===== config.mk =====
export PLATFORM = sky130hd
export DESIGN_NAME = cdb_host_port
export DESIGN_NICKNAME = d
export VERILOG_FILES = /design/src/hw/cdb_pkg.sv /design/src/hw/cdb_fifo.sv /design/src/hw/cdb_host_port.sv
export SDC_FILE = /design/constraint.sdc
export NUM_CORES = 2
export LEC_CHECK = 0
export ABC_AREA = 1
export CORE_UTILIZATION = 45
export DETAILED_ROUTE_END_ITERATION = 16
export DONT_BUFFER_PORTS = 1
export SKIP_LAST_GASP = 1
export SLEW_MARGIN = 20
export SYNTH_ARGS = -nofsm -noshare
export SYNTH_HDL_FRONTEND = slang
export SYNTH_SLANG_ARGS = --single-unit

===== constraint.sdc =====
create_clock -name clk_in -period 3.5 [get_ports clk_in]
set_clock_uncertainty 0.2 [all_clocks]
set_input_delay 0.175 -clock clk_in [delete_from_list [all_inputs] [get_ports clk_in]]
set_output_delay 0.175 -clock clk_in [all_outputs]
set_load 0.02 [all_outputs]

===== src/hw/cdb_pkg.sv =====
package cdb_pkg;

    // Bus widths and channel count
    localparam int DATA_W     = 8;
    localparam int ADDR_W     = 7;
    localparam int CH_NUM     = 2;
    localparam int DREQ_NUM   = 2 * CH_NUM;

    // FIFO sizing and DMA block size in bytes
    localparam int FIFO_DEPTH = 64;
    localparam int DMA_BLOCK  = 32;

    // Value driven when a read finds its FIFO empty
    localparam logic [DATA_W-1:0] EMPTY_DATA = 8'h00;

    // Access sequencer states, one-hot
    typedef enum logic [3:0] {
        ST_IDLE  = 4'h1,
        ST_FETCH = 4'h2,
        ST_DRIVE = 4'h4,
        ST_HOLD  = 4'h8
    } cdb_state_t;

    // Host pins as sampled through the synchroniser
    typedef struct packed {
        logic                    sel_n;
        logic                    ctl_one;
        logic                    ctl_zero;
        logic [CH_NUM-1:0]       dma_ack;
        logic                    bus_style;
        logic                    strobe_style;
        logic [ADDR_W-1:0]       addr;
        logic [DATA_W-1:0]       data;
    } cdb_pins_t;

    // Decoded bus access
    typedef struct packed {
        logic                    act;
        logic                    read;
        logic                    sel_reg;
        logic                    sel_dma;
        logic                    chan;
    } cdb_acc_t;

endpackage : cdb_pkg

===== src/hw/cdb_fifo.sv =====
`timescale 1ns/1ps
module cdb_fifo
    import cdb_pkg::*;
#(
    parameter int WIDTH = 8,
    parameter int DEPTH = 4
)(
    input  wire logic                       clk_in,
    input  wire logic                       nrst_in,
    input  wire logic                       in_valid_in,
    output logic                            in_ready_out,
    input  wire logic [WIDTH-1:0]           in_data_in,
    output logic                            out_valid_out,
    input  wire logic                       out_ready_in,
    output logic [WIDTH-1:0]                out_data_out,
    output logic [$clog2(DEPTH+1)-1:0]      count_out
);

    localparam int CW = $clog2(DEPTH+1);
    localparam int PW = (DEPTH > 1) ? $clog2(DEPTH) : 1;
    localparam logic [PW-1:0] PTR_LAST = PW'(DEPTH - 1);
    localparam logic [CW-1:0] CNT_FULL = CW'(DEPTH);

    logic [WIDTH-1:0] mem_q [DEPTH];
    logic [PW-1:0]    wr_ptr_q;
    logic [PW-1:0]    rd_ptr_q;
    logic [PW-1:0]    rd_ptr_d;
    logic [CW-1:0]    cnt_d;
    logic             push;
    logic             pop;
    logic             bypass;

    function automatic logic [PW-1:0] ptr_inc(input logic [PW-1:0] p);
        ptr_inc = (p == PTR_LAST) ? '0 : p + PW'(1);
    endfunction : ptr_inc

    // Handshakes and next occupancy
    assign push     = in_valid_in && in_ready_out;
    assign pop      = out_ready_in && out_valid_out;
    assign rd_ptr_d = pop ? ptr_inc(rd_ptr_q) : rd_ptr_q;
    assign cnt_d    = count_out + CW'(push) - CW'(pop);
    assign bypass   = push && (count_out == CW'(pop));

    // Storage array
    always_ff @(posedge clk_in)
    begin
        if (push)
            mem_q[wr_ptr_q] <= in_data_in;
    end

    // Pointers, count, flags and registered head word
    always_ff @(posedge clk_in)
    begin
        if (!nrst_in)
        begin
            wr_ptr_q      <= '0;
            rd_ptr_q      <= '0;
            count_out     <= '0;
            out_valid_out <= 1'b0;
            in_ready_out  <= 1'b0;
            out_data_out  <= '0;
        end
        else
        begin
            wr_ptr_q      <= push ? ptr_inc(wr_ptr_q) : wr_ptr_q;
            rd_ptr_q      <= rd_ptr_d;
            count_out     <= cnt_d;
            out_valid_out <= (cnt_d != '0);
            in_ready_out  <= (cnt_d != CNT_FULL);
            out_data_out  <= bypass ? in_data_in : mem_q[rd_ptr_d];
        end
    end

endmodule : cdb_fifo


===== src/hw/cdb_host_port.sv =====
`timescale 1ns/1ps
// Functional notes
// - Split-strobe read with select drives the addressed register onto the data bus.
// - Read under DMA acknowledge returns next receive FIFO byte; address ignored.
// - Split-strobe write with select stores data bus value into addressed register.
// - Write under DMA acknowledge pushes data bus value into transmit FIFO.
// - Bus style strap low selects split strobes, high selects enable-style signalling.
// - Enable style: first pin is high enable or low data strobe per strap.
// - Enable style: second pin is read-not-write, choosing read or write access.
// - Eight data lines three-state; driven only during reads, released otherwise.
// - Each channel has 64-byte transmit and receive FIFOs reachable from host.
// - One DMA request output per transmitter and per receiver of each channel.
// - DMA moves data in blocks of 32 bytes between FIFOs and memory.
module cdb_host_port
    import cdb_pkg::*;
#(
    parameter int DEPTH = FIFO_DEPTH,
    parameter int BLOCK = DMA_BLOCK
)(
    input  wire logic                          clk_in,
    input  wire logic                          nrst_in,
    input  wire logic                          chip_select_n_in,
    input  wire logic                          control_in_one_in,
    input  wire logic                          control_in_zero_in,
    input  wire logic [CH_NUM-1:0]             dma_acknowledge_in,
    input  wire logic                          bus_style_strap_in,
    input  wire logic                          strobe_style_strap_in,
    input  wire logic [ADDR_W-1:0]             register_address_bus_in,
    input  wire logic [DATA_W-1:0]             host_data_bus_in,
    output logic [DATA_W-1:0]                  host_data_bus_out,
    output logic                               host_data_bus_oe_out,
    output logic                               reg_wr_out,
    output logic                               reg_rd_out,
    output logic [ADDR_W-1:0]                  reg_addr_out,
    output logic [DATA_W-1:0]                  reg_wdata_out,
    input  wire logic [DATA_W-1:0]             reg_rdata_in,
    output logic [CH_NUM-1:0][DATA_W-1:0]      tx_data_out,
    output logic [CH_NUM-1:0]                  tx_valid_out,
    input  wire logic [CH_NUM-1:0]             tx_ready_in,
    input  wire logic [CH_NUM-1:0][DATA_W-1:0] rx_data_in,
    input  wire logic [CH_NUM-1:0]             rx_valid_in,
    output logic [CH_NUM-1:0]                  rx_ready_out,
    output logic [DREQ_NUM-1:0]                dma_request_out
);

    localparam int CW = $clog2(DEPTH+1);
    localparam logic [CW-1:0] TX_ROOM_MAX = CW'(DEPTH - BLOCK);
    localparam logic [CW-1:0] RX_FILL_MIN = CW'(BLOCK);

    cdb_pins_t                 pins_meta_q;
    cdb_pins_t                 pins_q;
    cdb_acc_t                  acc;
    logic                      act_q;
    logic                      start;
    logic                      strobe_on;
    logic                      enable_act;
    cdb_state_t                state_q;
    cdb_state_t                state_d;
    logic                      fetch_reg_q;
    logic [CH_NUM-1:0]         tx_push;
    logic [CH_NUM-1:0]         rx_pop;
    logic [CH_NUM-1:0][CW-1:0] tx_cnt;
    logic [CH_NUM-1:0][CW-1:0] rx_cnt;
    logic [CH_NUM-1:0][DATA_W-1:0] rx_head;
    logic [CH_NUM-1:0]         rx_has;
    logic [CH_NUM-1:0]         tx_room;

    // Two-stage synchroniser on every host pin
    always_ff @(posedge clk_in)
    begin
        pins_meta_q <= {chip_select_n_in, control_in_one_in, control_in_zero_in, dma_acknowledge_in,
                        bus_style_strap_in, strobe_style_strap_in, register_address_bus_in, host_data_bus_in};
        pins_q      <= pins_meta_q;
    end

    // Strobe decode for both bus styles
    assign enable_act   = pins_q.strobe_style ? !pins_q.ctl_one : pins_q.ctl_one;
    assign strobe_on    = pins_q.bus_style ? enable_act
                                           : (!pins_q.ctl_one || !pins_q.ctl_zero);
    assign acc.read     = pins_q.bus_style ? pins_q.ctl_zero : !pins_q.ctl_one;
    assign acc.sel_reg  = !pins_q.sel_n;
    assign acc.sel_dma  = !acc.sel_reg && (pins_q.dma_ack != '0);
    assign acc.chan     = pins_q.dma_ack[1];
    assign acc.act      = strobe_on && (acc.sel_reg || acc.sel_dma);
    assign start        = acc.act && !act_q && (state_q == ST_IDLE);

    // FIFO side strobes, one cycle each
    assign tx_push = (start && !acc.read && acc.sel_dma) ? CH_NUM'(1) << acc.chan : '0;
    assign rx_pop  = (start &&  acc.read && acc.sel_dma) ? CH_NUM'(1) << acc.chan : '0;

    // Access sequencer next state
    always_comb
    begin
        state_d = state_q;
        unique case (state_q)
            ST_IDLE:  if (start) state_d = acc.read ? ST_FETCH : ST_HOLD;
            ST_FETCH: state_d = ST_DRIVE;
            ST_DRIVE: if (!acc.act) state_d = ST_IDLE;
            ST_HOLD:  if (!acc.act) state_d = ST_IDLE;
            default:  state_d = ST_IDLE;
        endcase
    end

    // Sequencer and edge history
    always_ff @(posedge clk_in)
    begin
        if (!nrst_in)
        begin
            state_q     <= ST_IDLE;
            act_q       <= 1'b0;
            fetch_reg_q <= 1'b0;
        end
        else
        begin
            state_q     <= state_d;
            act_q       <= acc.act;
            fetch_reg_q <= start ? acc.sel_reg : fetch_reg_q;
        end
    end

    // Register access strobes toward the register file
    always_ff @(posedge clk_in)
    begin
        if (!nrst_in)
        begin
            reg_wr_out    <= 1'b0;
            reg_rd_out    <= 1'b0;
            reg_addr_out  <= '0;
            reg_wdata_out <= '0;
        end
        else
        begin
            reg_wr_out    <= start && acc.sel_reg && !acc.read;
            reg_rd_out    <= start && acc.sel_reg && acc.read;
            reg_addr_out  <= (start && acc.sel_reg) ? pins_q.addr : reg_addr_out;
            reg_wdata_out <= (start && acc.sel_reg) ? pins_q.data : reg_wdata_out;
        end
    end

    // Read data capture and bus drive
    always_ff @(posedge clk_in)
    begin
        if (!nrst_in)
        begin
            host_data_bus_out    <= '0;
            host_data_bus_oe_out <= 1'b0;
        end
        else
        begin
            if (start && acc.read && acc.sel_dma)
                host_data_bus_out <= rx_has[acc.chan] ? rx_head[acc.chan] : EMPTY_DATA;
            else if ((state_q == ST_FETCH) && fetch_reg_q)
                host_data_bus_out <= reg_rdata_in;
            host_data_bus_oe_out <= (state_q == ST_FETCH) || ((state_q == ST_DRIVE) && acc.act);
        end
    end

    // Per-channel transmit and receive FIFOs
    for (genvar c = 0; c < CH_NUM; c++)
    begin : g_ch
        cdb_fifo #(.WIDTH(DATA_W), .DEPTH(DEPTH)) u_tx (
            .clk_in        (clk_in),
            .nrst_in       (nrst_in),
            .in_valid_in   (tx_push[c]),
            .in_ready_out  (tx_room[c]),
            .in_data_in    (pins_q.data),
            .out_valid_out (tx_valid_out[c]),
            .out_ready_in  (tx_ready_in[c]),
            .out_data_out  (tx_data_out[c]),
            .count_out     (tx_cnt[c])
        );
        cdb_fifo #(.WIDTH(DATA_W), .DEPTH(DEPTH)) u_rx (
            .clk_in        (clk_in),
            .nrst_in       (nrst_in),
            .in_valid_in   (rx_valid_in[c]),
            .in_ready_out  (rx_ready_out[c]),
            .in_data_in    (rx_data_in[c]),
            .out_valid_out (rx_has[c]),
            .out_ready_in  (rx_pop[c]),
            .out_data_out  (rx_head[c]),
            .count_out     (rx_cnt[c])
        );
    end

    // DMA requests: transmit wants a block of room, receive holds a block
    always_ff @(posedge clk_in)
    begin
        if (!nrst_in)
            dma_request_out <= '0;
        else
            for (int c = 0; c < CH_NUM; c++)
            begin
                dma_request_out[c]          <= (tx_cnt[c] <= TX_ROOM_MAX);
                dma_request_out[CH_NUM + c] <= (rx_cnt[c] >= RX_FILL_MIN);
            end
    end
endmodule : cdb_host_port


=== After elaboration in Yosys (flattened, before gate mapping) ===
Memory sizes are Yosys's and may differ from the RTL's.
Cells that the tools add are included.
Widths: inputs -> output; s select.

* Output and inout port bits: 50
* Word-level logic and storage cells: 179
* Register bits: 196
* RAM bits: 2048
* Memories kept: 4
* Bits of input ports: 52

* $lt $le $gt $ge: 5
* Equal/unequal tests: 22
* Reductions and logical operators: 41
* Add/sub/neg operators: 16
* Mux-type cells: 40
* Shift-type cells: 1

{| class="wikitable"
|+ Memories
! memory !! depth !! bits a word !! rd ports !! clocked after Yosys merged registers in !! write ports !! line !! source
|-
| g_ch[0].u_rx.mem_q || 64 || 8 || 1 || 0 || 1 || cdb_fifo.sv:24 || <nowiki>logic [WIDTH-1:0] mem_q [DEPTH];</nowiki>
|-
| g_ch[0].u_tx.mem_q || 64 || 8 || 1 || 0 || 1 || cdb_fifo.sv:24 ||
|-
| g_ch[1].u_rx.mem_q || 64 || 8 || 1 || 0 || 1 || cdb_fifo.sv:24 ||
|-
| g_ch[1].u_tx.mem_q || 64 || 8 || 1 || 0 || 1 || cdb_fifo.sv:24 ||
|}

{| class="wikitable"
|+ Operator list
! operator !! count
|-
| $mux 6 || 12
|-
| $mux 8 || 9
|-
| $add 6x1->6 const B || 8
|-
| $eq 6x6->1 const B || 8
|-
| $add 7x1->7 || 4
|-
| $eq 7x1->1 || 4
|-
| $ne 7x7->1 const B || 4
|-
| $reduce_bool 7->1 || 4
|-
| $sub 7x1->7 || 4
|-
| $logic_and 1x1->1 || 25
|-
| $ge 7x6->1 const B || 2
|-
| $le 7x6->1 const B || 2
|-
| $mux 1 || 13
|-
| $mux 4 || 3
|-
| $pmux 4 s3 || 1
|-
| $logic_not 1->1 || 5
|-
| $eq 4x1->1 const B || 1
|-
| $eq 4x2->1 const B || 1
|-
| $eq 4x3->1 const B || 1
|-
| $eq 4x4->1 const B || 1
|-
| $mux 2 || 2
|-
| $ne 2x2->1 const B || 2
|-
| $reduce_bool 2->1 || 2
|-
| $logic_or 1x1->1 || 3
|-
| 4 further kinds || 4
|}

=== Depth between registers and ports, before layout ===
* Word-level depth: 13
* Gate-level depth with buffers: 23

=== Modules after synthesis ===
Synthesis repeated with hierarchy kept, for this count alone.

* Cell total of the unflattened synthesis: 9257
* Area total of the unflattened synthesis: 96990.5 um2

{| class="wikitable"
|+ Modules (own cells, without submodules)
! module !! sequential area each (um2) !! instances !! cells each !! area each (um2)
|-
| cdb_fifo (g_ch[0].u_rx ...) || 15955.3 || 2 || 2219 || 23542.6
|-
| cdb_fifo (g_ch[1].u_rx) || 15955.3 || 1 || 2257 || 23613.9
|-
| cdb_fifo (g_ch[1].u_tx) || 15955.3 || 1 || 2258 || 23605.1
|-
| cdb_host_port || 1601.5 || 1 || 304 || 2686.3
|}

=== Least setup slack after synthesis ===
OpenSTA, ideal clock, no wires.

* Path kind: flip-flop to flip-flop
* Start point: register state_q[3]
* End point: register g_ch[1].u_rx.out_valid_out
* Arrival: 2943 ps
* Path slack: 283 ps
* Path buffers: 1
* Required time: 3226 ps
* Clock period less this slack: 3217 ps
* Cell stages (with the launch flop): 21
* Cell sequence: dfxtp_1 -> or2_4 -> nor2_4 -> nand4_4 -> nor2_8 -> nand3_2 -> buf_6 -> inv_1 -> ha_1 -> inv_1 -> ha_1 -> fa_1 -> a21oi_1 -> nor2_1 -> nor2_1 -> nor2_1 -> nor2_1 -> o21bai_1 -> xnor2_1 -> inv_1 -> a31oi_1

* Word-level cells in the longest chain between the ends: 8

{| class="wikitable"
|+ RTL lines
! element !! line !! source
|-
| start, declared || cdb_host_port.sv:57 || <nowiki>cdb_state_t state_q;</nowiki>
|-
| start signal, assigned || cdb_host_port.sv:115 || <nowiki>state_q <= state_d;</nowiki>
|-
| $eq 4x1->1 || cdb_host_port.sv:85 || <nowiki>assign start = acc.act && !act_q && (state_q == ST_IDLE);</nowiki>
|-
| $logic_and 1x1->1 || cdb_host_port.sv:85 ||
|-
| $logic_and 1x1->1 (2 in a row) || cdb_host_port.sv:89 || <nowiki>assign rx_pop = (start && acc.read && acc.sel_dma) ? CH_NUM'(1) << acc.chan : '0;</nowiki>
|-
| $mux 2 || cdb_host_port.sv:89 ||
|-
| $logic_and 1x1->1 || cdb_fifo.sv:39 || <nowiki>assign pop = out_ready_in && out_valid_out;</nowiki>
|-
| $sub 7x1->7 || cdb_fifo.sv:41 || <nowiki>assign cnt_d = count_out + CW'(push) - CW'(pop);</nowiki>
|-
| $reduce_bool 7->1 || cdb_fifo.sv:68 || <nowiki>out_valid_out <= (cnt_d != '0);</nowiki>
|-
| end signal, assigned || cdb_fifo.sv:68 ||
|-
| end, declared || cdb_fifo.sv:13 || <nowiki>output logic out_valid_out,</nowiki>
|}

No other way between the ends.
A chain may end at the register's enable or synchronous reset.

=== Final worst setup path ===
* Start point: register g_ch[1].u_rx.rd_ptr_q[0]
* End point: register g_ch[1].u_rx.out_data_out[0]

* Word-level cells in the longest chain between the ends: 5

{| class="wikitable"
|+ RTL lines
! element !! line !! source
|-
| start, declared || cdb_fifo.sv:26 || <nowiki>logic [PW-1:0] rd_ptr_q;</nowiki>
|-
| start signal, assigned || cdb_fifo.sv:66 || <nowiki>rd_ptr_q <= rd_ptr_d;</nowiki>
|-
| $add 6x1->6 or $eq 6x6->1 (tied branches) || cdb_fifo.sv:34 || <nowiki>ptr_inc = (p == PTR_LAST) ? '0 : p + PW'(1);</nowiki>
|-
| $mux 6 || cdb_fifo.sv:34 ||
|-
| $mux 6 (*) || cdb_fifo.sv:40 || <nowiki>assign rd_ptr_d = pop ? ptr_inc(rd_ptr_q) : rd_ptr_q;</nowiki>
|-
| $mem_v2 64x8 (*) || n/a ||
|-
| $mux 8 (*) || cdb_fifo.sv:70 || <nowiki>out_data_out <= bypass ? in_data_in : mem_q[rd_ptr_d];</nowiki>
|-
| end signal, assigned || cdb_fifo.sv:70 ||
|-
| end, declared || cdb_fifo.sv:15 || <nowiki>output logic [WIDTH-1:0] out_data_out,</nowiki>
|}

Every way passes the cells marked *; elsewhere a longest branch is shown, timed or not.

==> results.toml <==
[run_status]
status = "finished, final reports clean"

[die]
dieWidth_um = 458
rows = 166
die_h_um = 458
io_pins = 102
initial_utilization_pct = 45.5
core_sq_mm = 0.205
design.die.area_sq_mm = 0.209

[yosys]
yosysMostFrequentCell = "edfxtp_1"
synthAdderAreaFrac_pct = 0.769
synth_seq_cells = 2244
ys.warnings.count = 0
synth_compound_area_share_pct = 6.30
synth.distinct_cells = 57
yosysTopAreaCellShare_pct = 65.8
synthXorXnorAreaFrac_pct = 0.261
synth.area.mux_share_pct = 0.0857
postSynthAreaPerCell_sq_um = 11.4
synthTopCellsByArea = "edfxtp_1 66%, nand3_1 6.4%, nand2_1 4.7%"
synth_area_sq_mm = 0.0934
yosysTopAreaCell = "edfxtp_1"
synth_top_family_by_area = "simple AND/OR/NAND/NOR gates"
synth_fp_nets = 8329
synthFlopType = "edfxtp_1"
netlist_top_cells_count = "2,048 x edfxtp_1, 1,195 x nand3_1, 1,176 x nand2_1, 963 x inv_1, 919 x nor2_1"
synth-simple-area-share_pct = 16.4
synth_edf_count = 2048
seq_area_frac_synth_pct = 70.0
postSynthCellCount = 8222
ys_async_sr_fraction_pct = 0

[place]
gp_congestion = 0.872
port_buffers = 0
dp_hpwl_um = 148000

[grt]
grt_pass1_wl_um = 378000
top_usage_layer = "met2"
track_usage_pct = 23.5
use_met2_pct = 38.9
grt_max_degree = 97
antenna_found_initial = 0
met3_usage_pct = 2.91
grt.overflow.total = 0
gr-usage-met1_pct = 32.3
first_global_vias = 61200

[timing]
rsz0062_at_grt = "true"
fin_crit_sh_pct = 96.0
final.min_clock_period_ns = 3.36
max_freq_ghz = 0.297
setup_viol = 0
report.final.slew_viol_count = 0
worstMarginPinSlew_ns = 0.960
relSlewSlack_pct = 36.0
hold_violations = 0
finalSetupTns_ns = 0

[detailed_routing]
wl_um = 249000
routedWlPerCell_um = 21.7
antenna_left = 0
avgViaCountPerCell = 5.50
drc = 0
drt_iter0_markers = 6848
firstDrtPassIters = 8
vias = 63200

[worst_setup_path]
cp.arrival_ns = 4.00
timing.critical_path.buf_inv = 4
startpoint_type = "flip-flop"
path_max_fanout = 8
worstReg2RegStart = "g_ch[1].u_rx.rd_ptr_q[0]$_SDFF_PN0_"
path_cells = "ha_1, nand2_1, or3_1, nand2_1, inv_1, nand4_4, nand2_8, clkbuf_4, buf_4, nand2_1, nand3_1, nand3_1, nand3_1, nand3_1, nand3_1, nand3_1, nand2_1, inv_1"
cp_data_required_time_ns = 4.13
path_class = "reg -> reg"
reg2reg_depth = 18
cpMaxStageDelayCell = "dfxtp_1"
cpMostUsedCell = "nand3_1"
cp_top_family = "simple AND/OR/NAND/NOR gates"
worstReg2RegEnd = "g_ch[1].u_rx.out_data_out[0]$_SDFF_PN0_"
max_stage_delay_ns = 0.43
worst-r2r-setup-slack_ns = 0.14
end_kind = "flip-flop"

[worst_hold_path]
hold_path_end = "g_ch[0].u_rx.mem_q[23][5]$_DFFE_PP_"
min_path_type = "in -> reg"
min_path_cells = 2
holdCritStartpoint = "rx_data_in[5]"

[clock_tree]
clk_latency_ns = 0.89
cts_buffers = 230
root_buffer = "clkbuf_16"
cts_tree = "built"
cts_sinks = 2244
clkTransAtPathRegs_ns = 0.06
clock_path_buffers = 3
htree_levels = 4

[power]
leakage_uw = 0.0407
ir_worst_vdd_mv = 0.616
p_per_area_mw_per_mm2 = 566

[layout]
syn2layout_area_growth_pct = 16.3
fin_util_pct = 52.9
fin_nets = 8717
fillers = 17500
drive_above_1_share_pct = 10.9

[flow_run]
cap_violations = 0
layer usage:
layer  vias up  wire (um)
met1     31100     105000
li1      29400          -
met5         -          0
met4         0       7140
met2      2313     121000
met3       405      16000
power breakdown:
part / internal, uW / switching [uW] / leakage (uW)
Sequential: 29600 / 452 / 0.0200
Combinational: 2430 / 4940 / 0.0171
Clock: 13600 / 10400 / 0.00361
Total: 45700 / 15800 / 0.0407
flip-flops by register name, summed over array words and instances, names as in the netlist, 2 cells and up:
register                 flops
dma_request_out              4
g_ch.u_rx.count_out         14
g_ch.u_rx.in_ready_out       2
g_ch.u_rx.mem_q           1024
g_ch.u_rx.out_data_out      16
g_ch.u_rx.out_valid_out      2
g_ch.u_rx.rd_ptr_q          12
g_ch.u_rx.wr_ptr_q          12
g_ch.u_tx.count_out         14
g_ch.u_tx.in_ready_out       2
g_ch.u_tx.mem_q           1024
g_ch.u_tx.out_data_out      16
g_ch.u_tx.out_valid_out      2
g_ch.u_tx.rd_ptr_q          12
g_ch.u_tx.wr_ptr_q          12
host_data_bus_out            8
pins_meta_q                 22
pins_q                      21
reg_addr_out                 7
reg_wdata_out                8
state_q                      4
stage by stage:
step                      cell area [sq um]  setup WS (ns)  hold WS [ns]  instances  power (uW)
after floorplan                       93400          0.283       0.00272       8222       35000
after global placement                99600          0.106       0.00276      10900       37400
after detailed placement              99600         0.0285       0.00275      10900       37500
after CTS                            108000        0.00802        0.0876      11500       61900
after global routing                 109000        -0.0402         0.118      11500       63700
final                                109000          0.138         0.122      11500       61500
layout make-up:
cell class,instances,area (sq um),share of cell area [%]
well taps,2688,3360,3.10
diodes,2,5.00,0.00461
inverters,980,3690,3.40
repair buffers,617,6150,5.67
clock inverters,143,1390,1.28
flip-flops and latches,2244,65500,60.3
clock buffers,283,6030,5.55
multi-input cells,4537,22500,20.7
cells in the final DEF (no fill, tap or decap), types with 9 or more instances in the layout:
cell type,count
dlygate4sd3_1,84
clkinv_2,41
a31oi_1,9
or2_2,11
ha_1,51
buf_16,17
bufinv_16,19
nand2_4,9
buf_12,74
dfxtp_1,187
o211ai_1,63
nand3_1,1193
a21oi_1,28
xnor2_1,11
nand3b_1,97
inv_1,958
inv_2,13
xor2_1,14
nor2_1,914
nand4_1,11
clkbuf_1,47
o21bai_1,9
inv_6,11
clkinv_1,58
o22ai_1,22
buf_4,437
o21ai_0,565
nand2_1,1169
nor3_1,45
o221ai_1,233
edfxtp_1,2048
clkbuf_16,233
worst reg2reg max path: cells and delay by family, from the launching register on:
family,cells,cell delay (ns)
adder cells (fa/ha/maj),1,0.20
buffers and inverters,4,0.52
flip-flops,1,0.43
AND/OR/NAND/NOR,13,1.95
worst max path at each step:
stage                                                    from                                 endpoint  slack (ns)  cells past startpoint
after floorplan                       state_q[3]$_SDFFE_PN0P_    g_ch[1].u_rx.out_valid_out$_SDFF_PN0_        0.28                     20
after global placement                     pins_q[16]$_DFF_P_    g_ch[1].u_tx.out_valid_out$_SDFF_PN0_        0.11                     20
after detailed placement              state_q[3]$_SDFFE_PN0P_    g_ch[1].u_tx.out_valid_out$_SDFF_PN0_        0.03                     18
after CTS                             state_q[3]$_SDFFE_PN0P_    g_ch[1].u_tx.out_valid_out$_SDFF_PN0_       0.008                     18
after global routing      g_ch[0].u_rx.rd_ptr_q[1]$_SDFF_PN0_  g_ch[0].u_rx.out_data_out[7]$_SDFF_PN0_       -0.04                     18
final                     g_ch[1].u_rx.rd_ptr_q[0]$_SDFF_PN0_  g_ch[1].u_rx.out_data_out[0]$_SDFF_PN0_        0.14                     18
repair_timing:
action                                   CTS  global route
buffers inserted                           0            16
gates resized for setup                    1            18
endpoints found under the setup margin     1           388
endpoints found under the hold margin   1261             0
hold buffers                             101             0
pin swaps                                  0            10
gates cloned                               0             5
kinds of logic (layout without fill, tap and decap cells):
kind of cell	count (synthesis)	after routing
buffers and inverters	1444	2023
XOR/XNOR	27	27
AO/OA/AOI/OAI	950	950
multiplexers	8	8
adder cells (fa/ha/maj)	55	55
other	0	2
AND/OR/NAND/NOR	3494	3497
flip-flops	2244	2244
No activity file was read; power rests on OpenSTA's default activity.
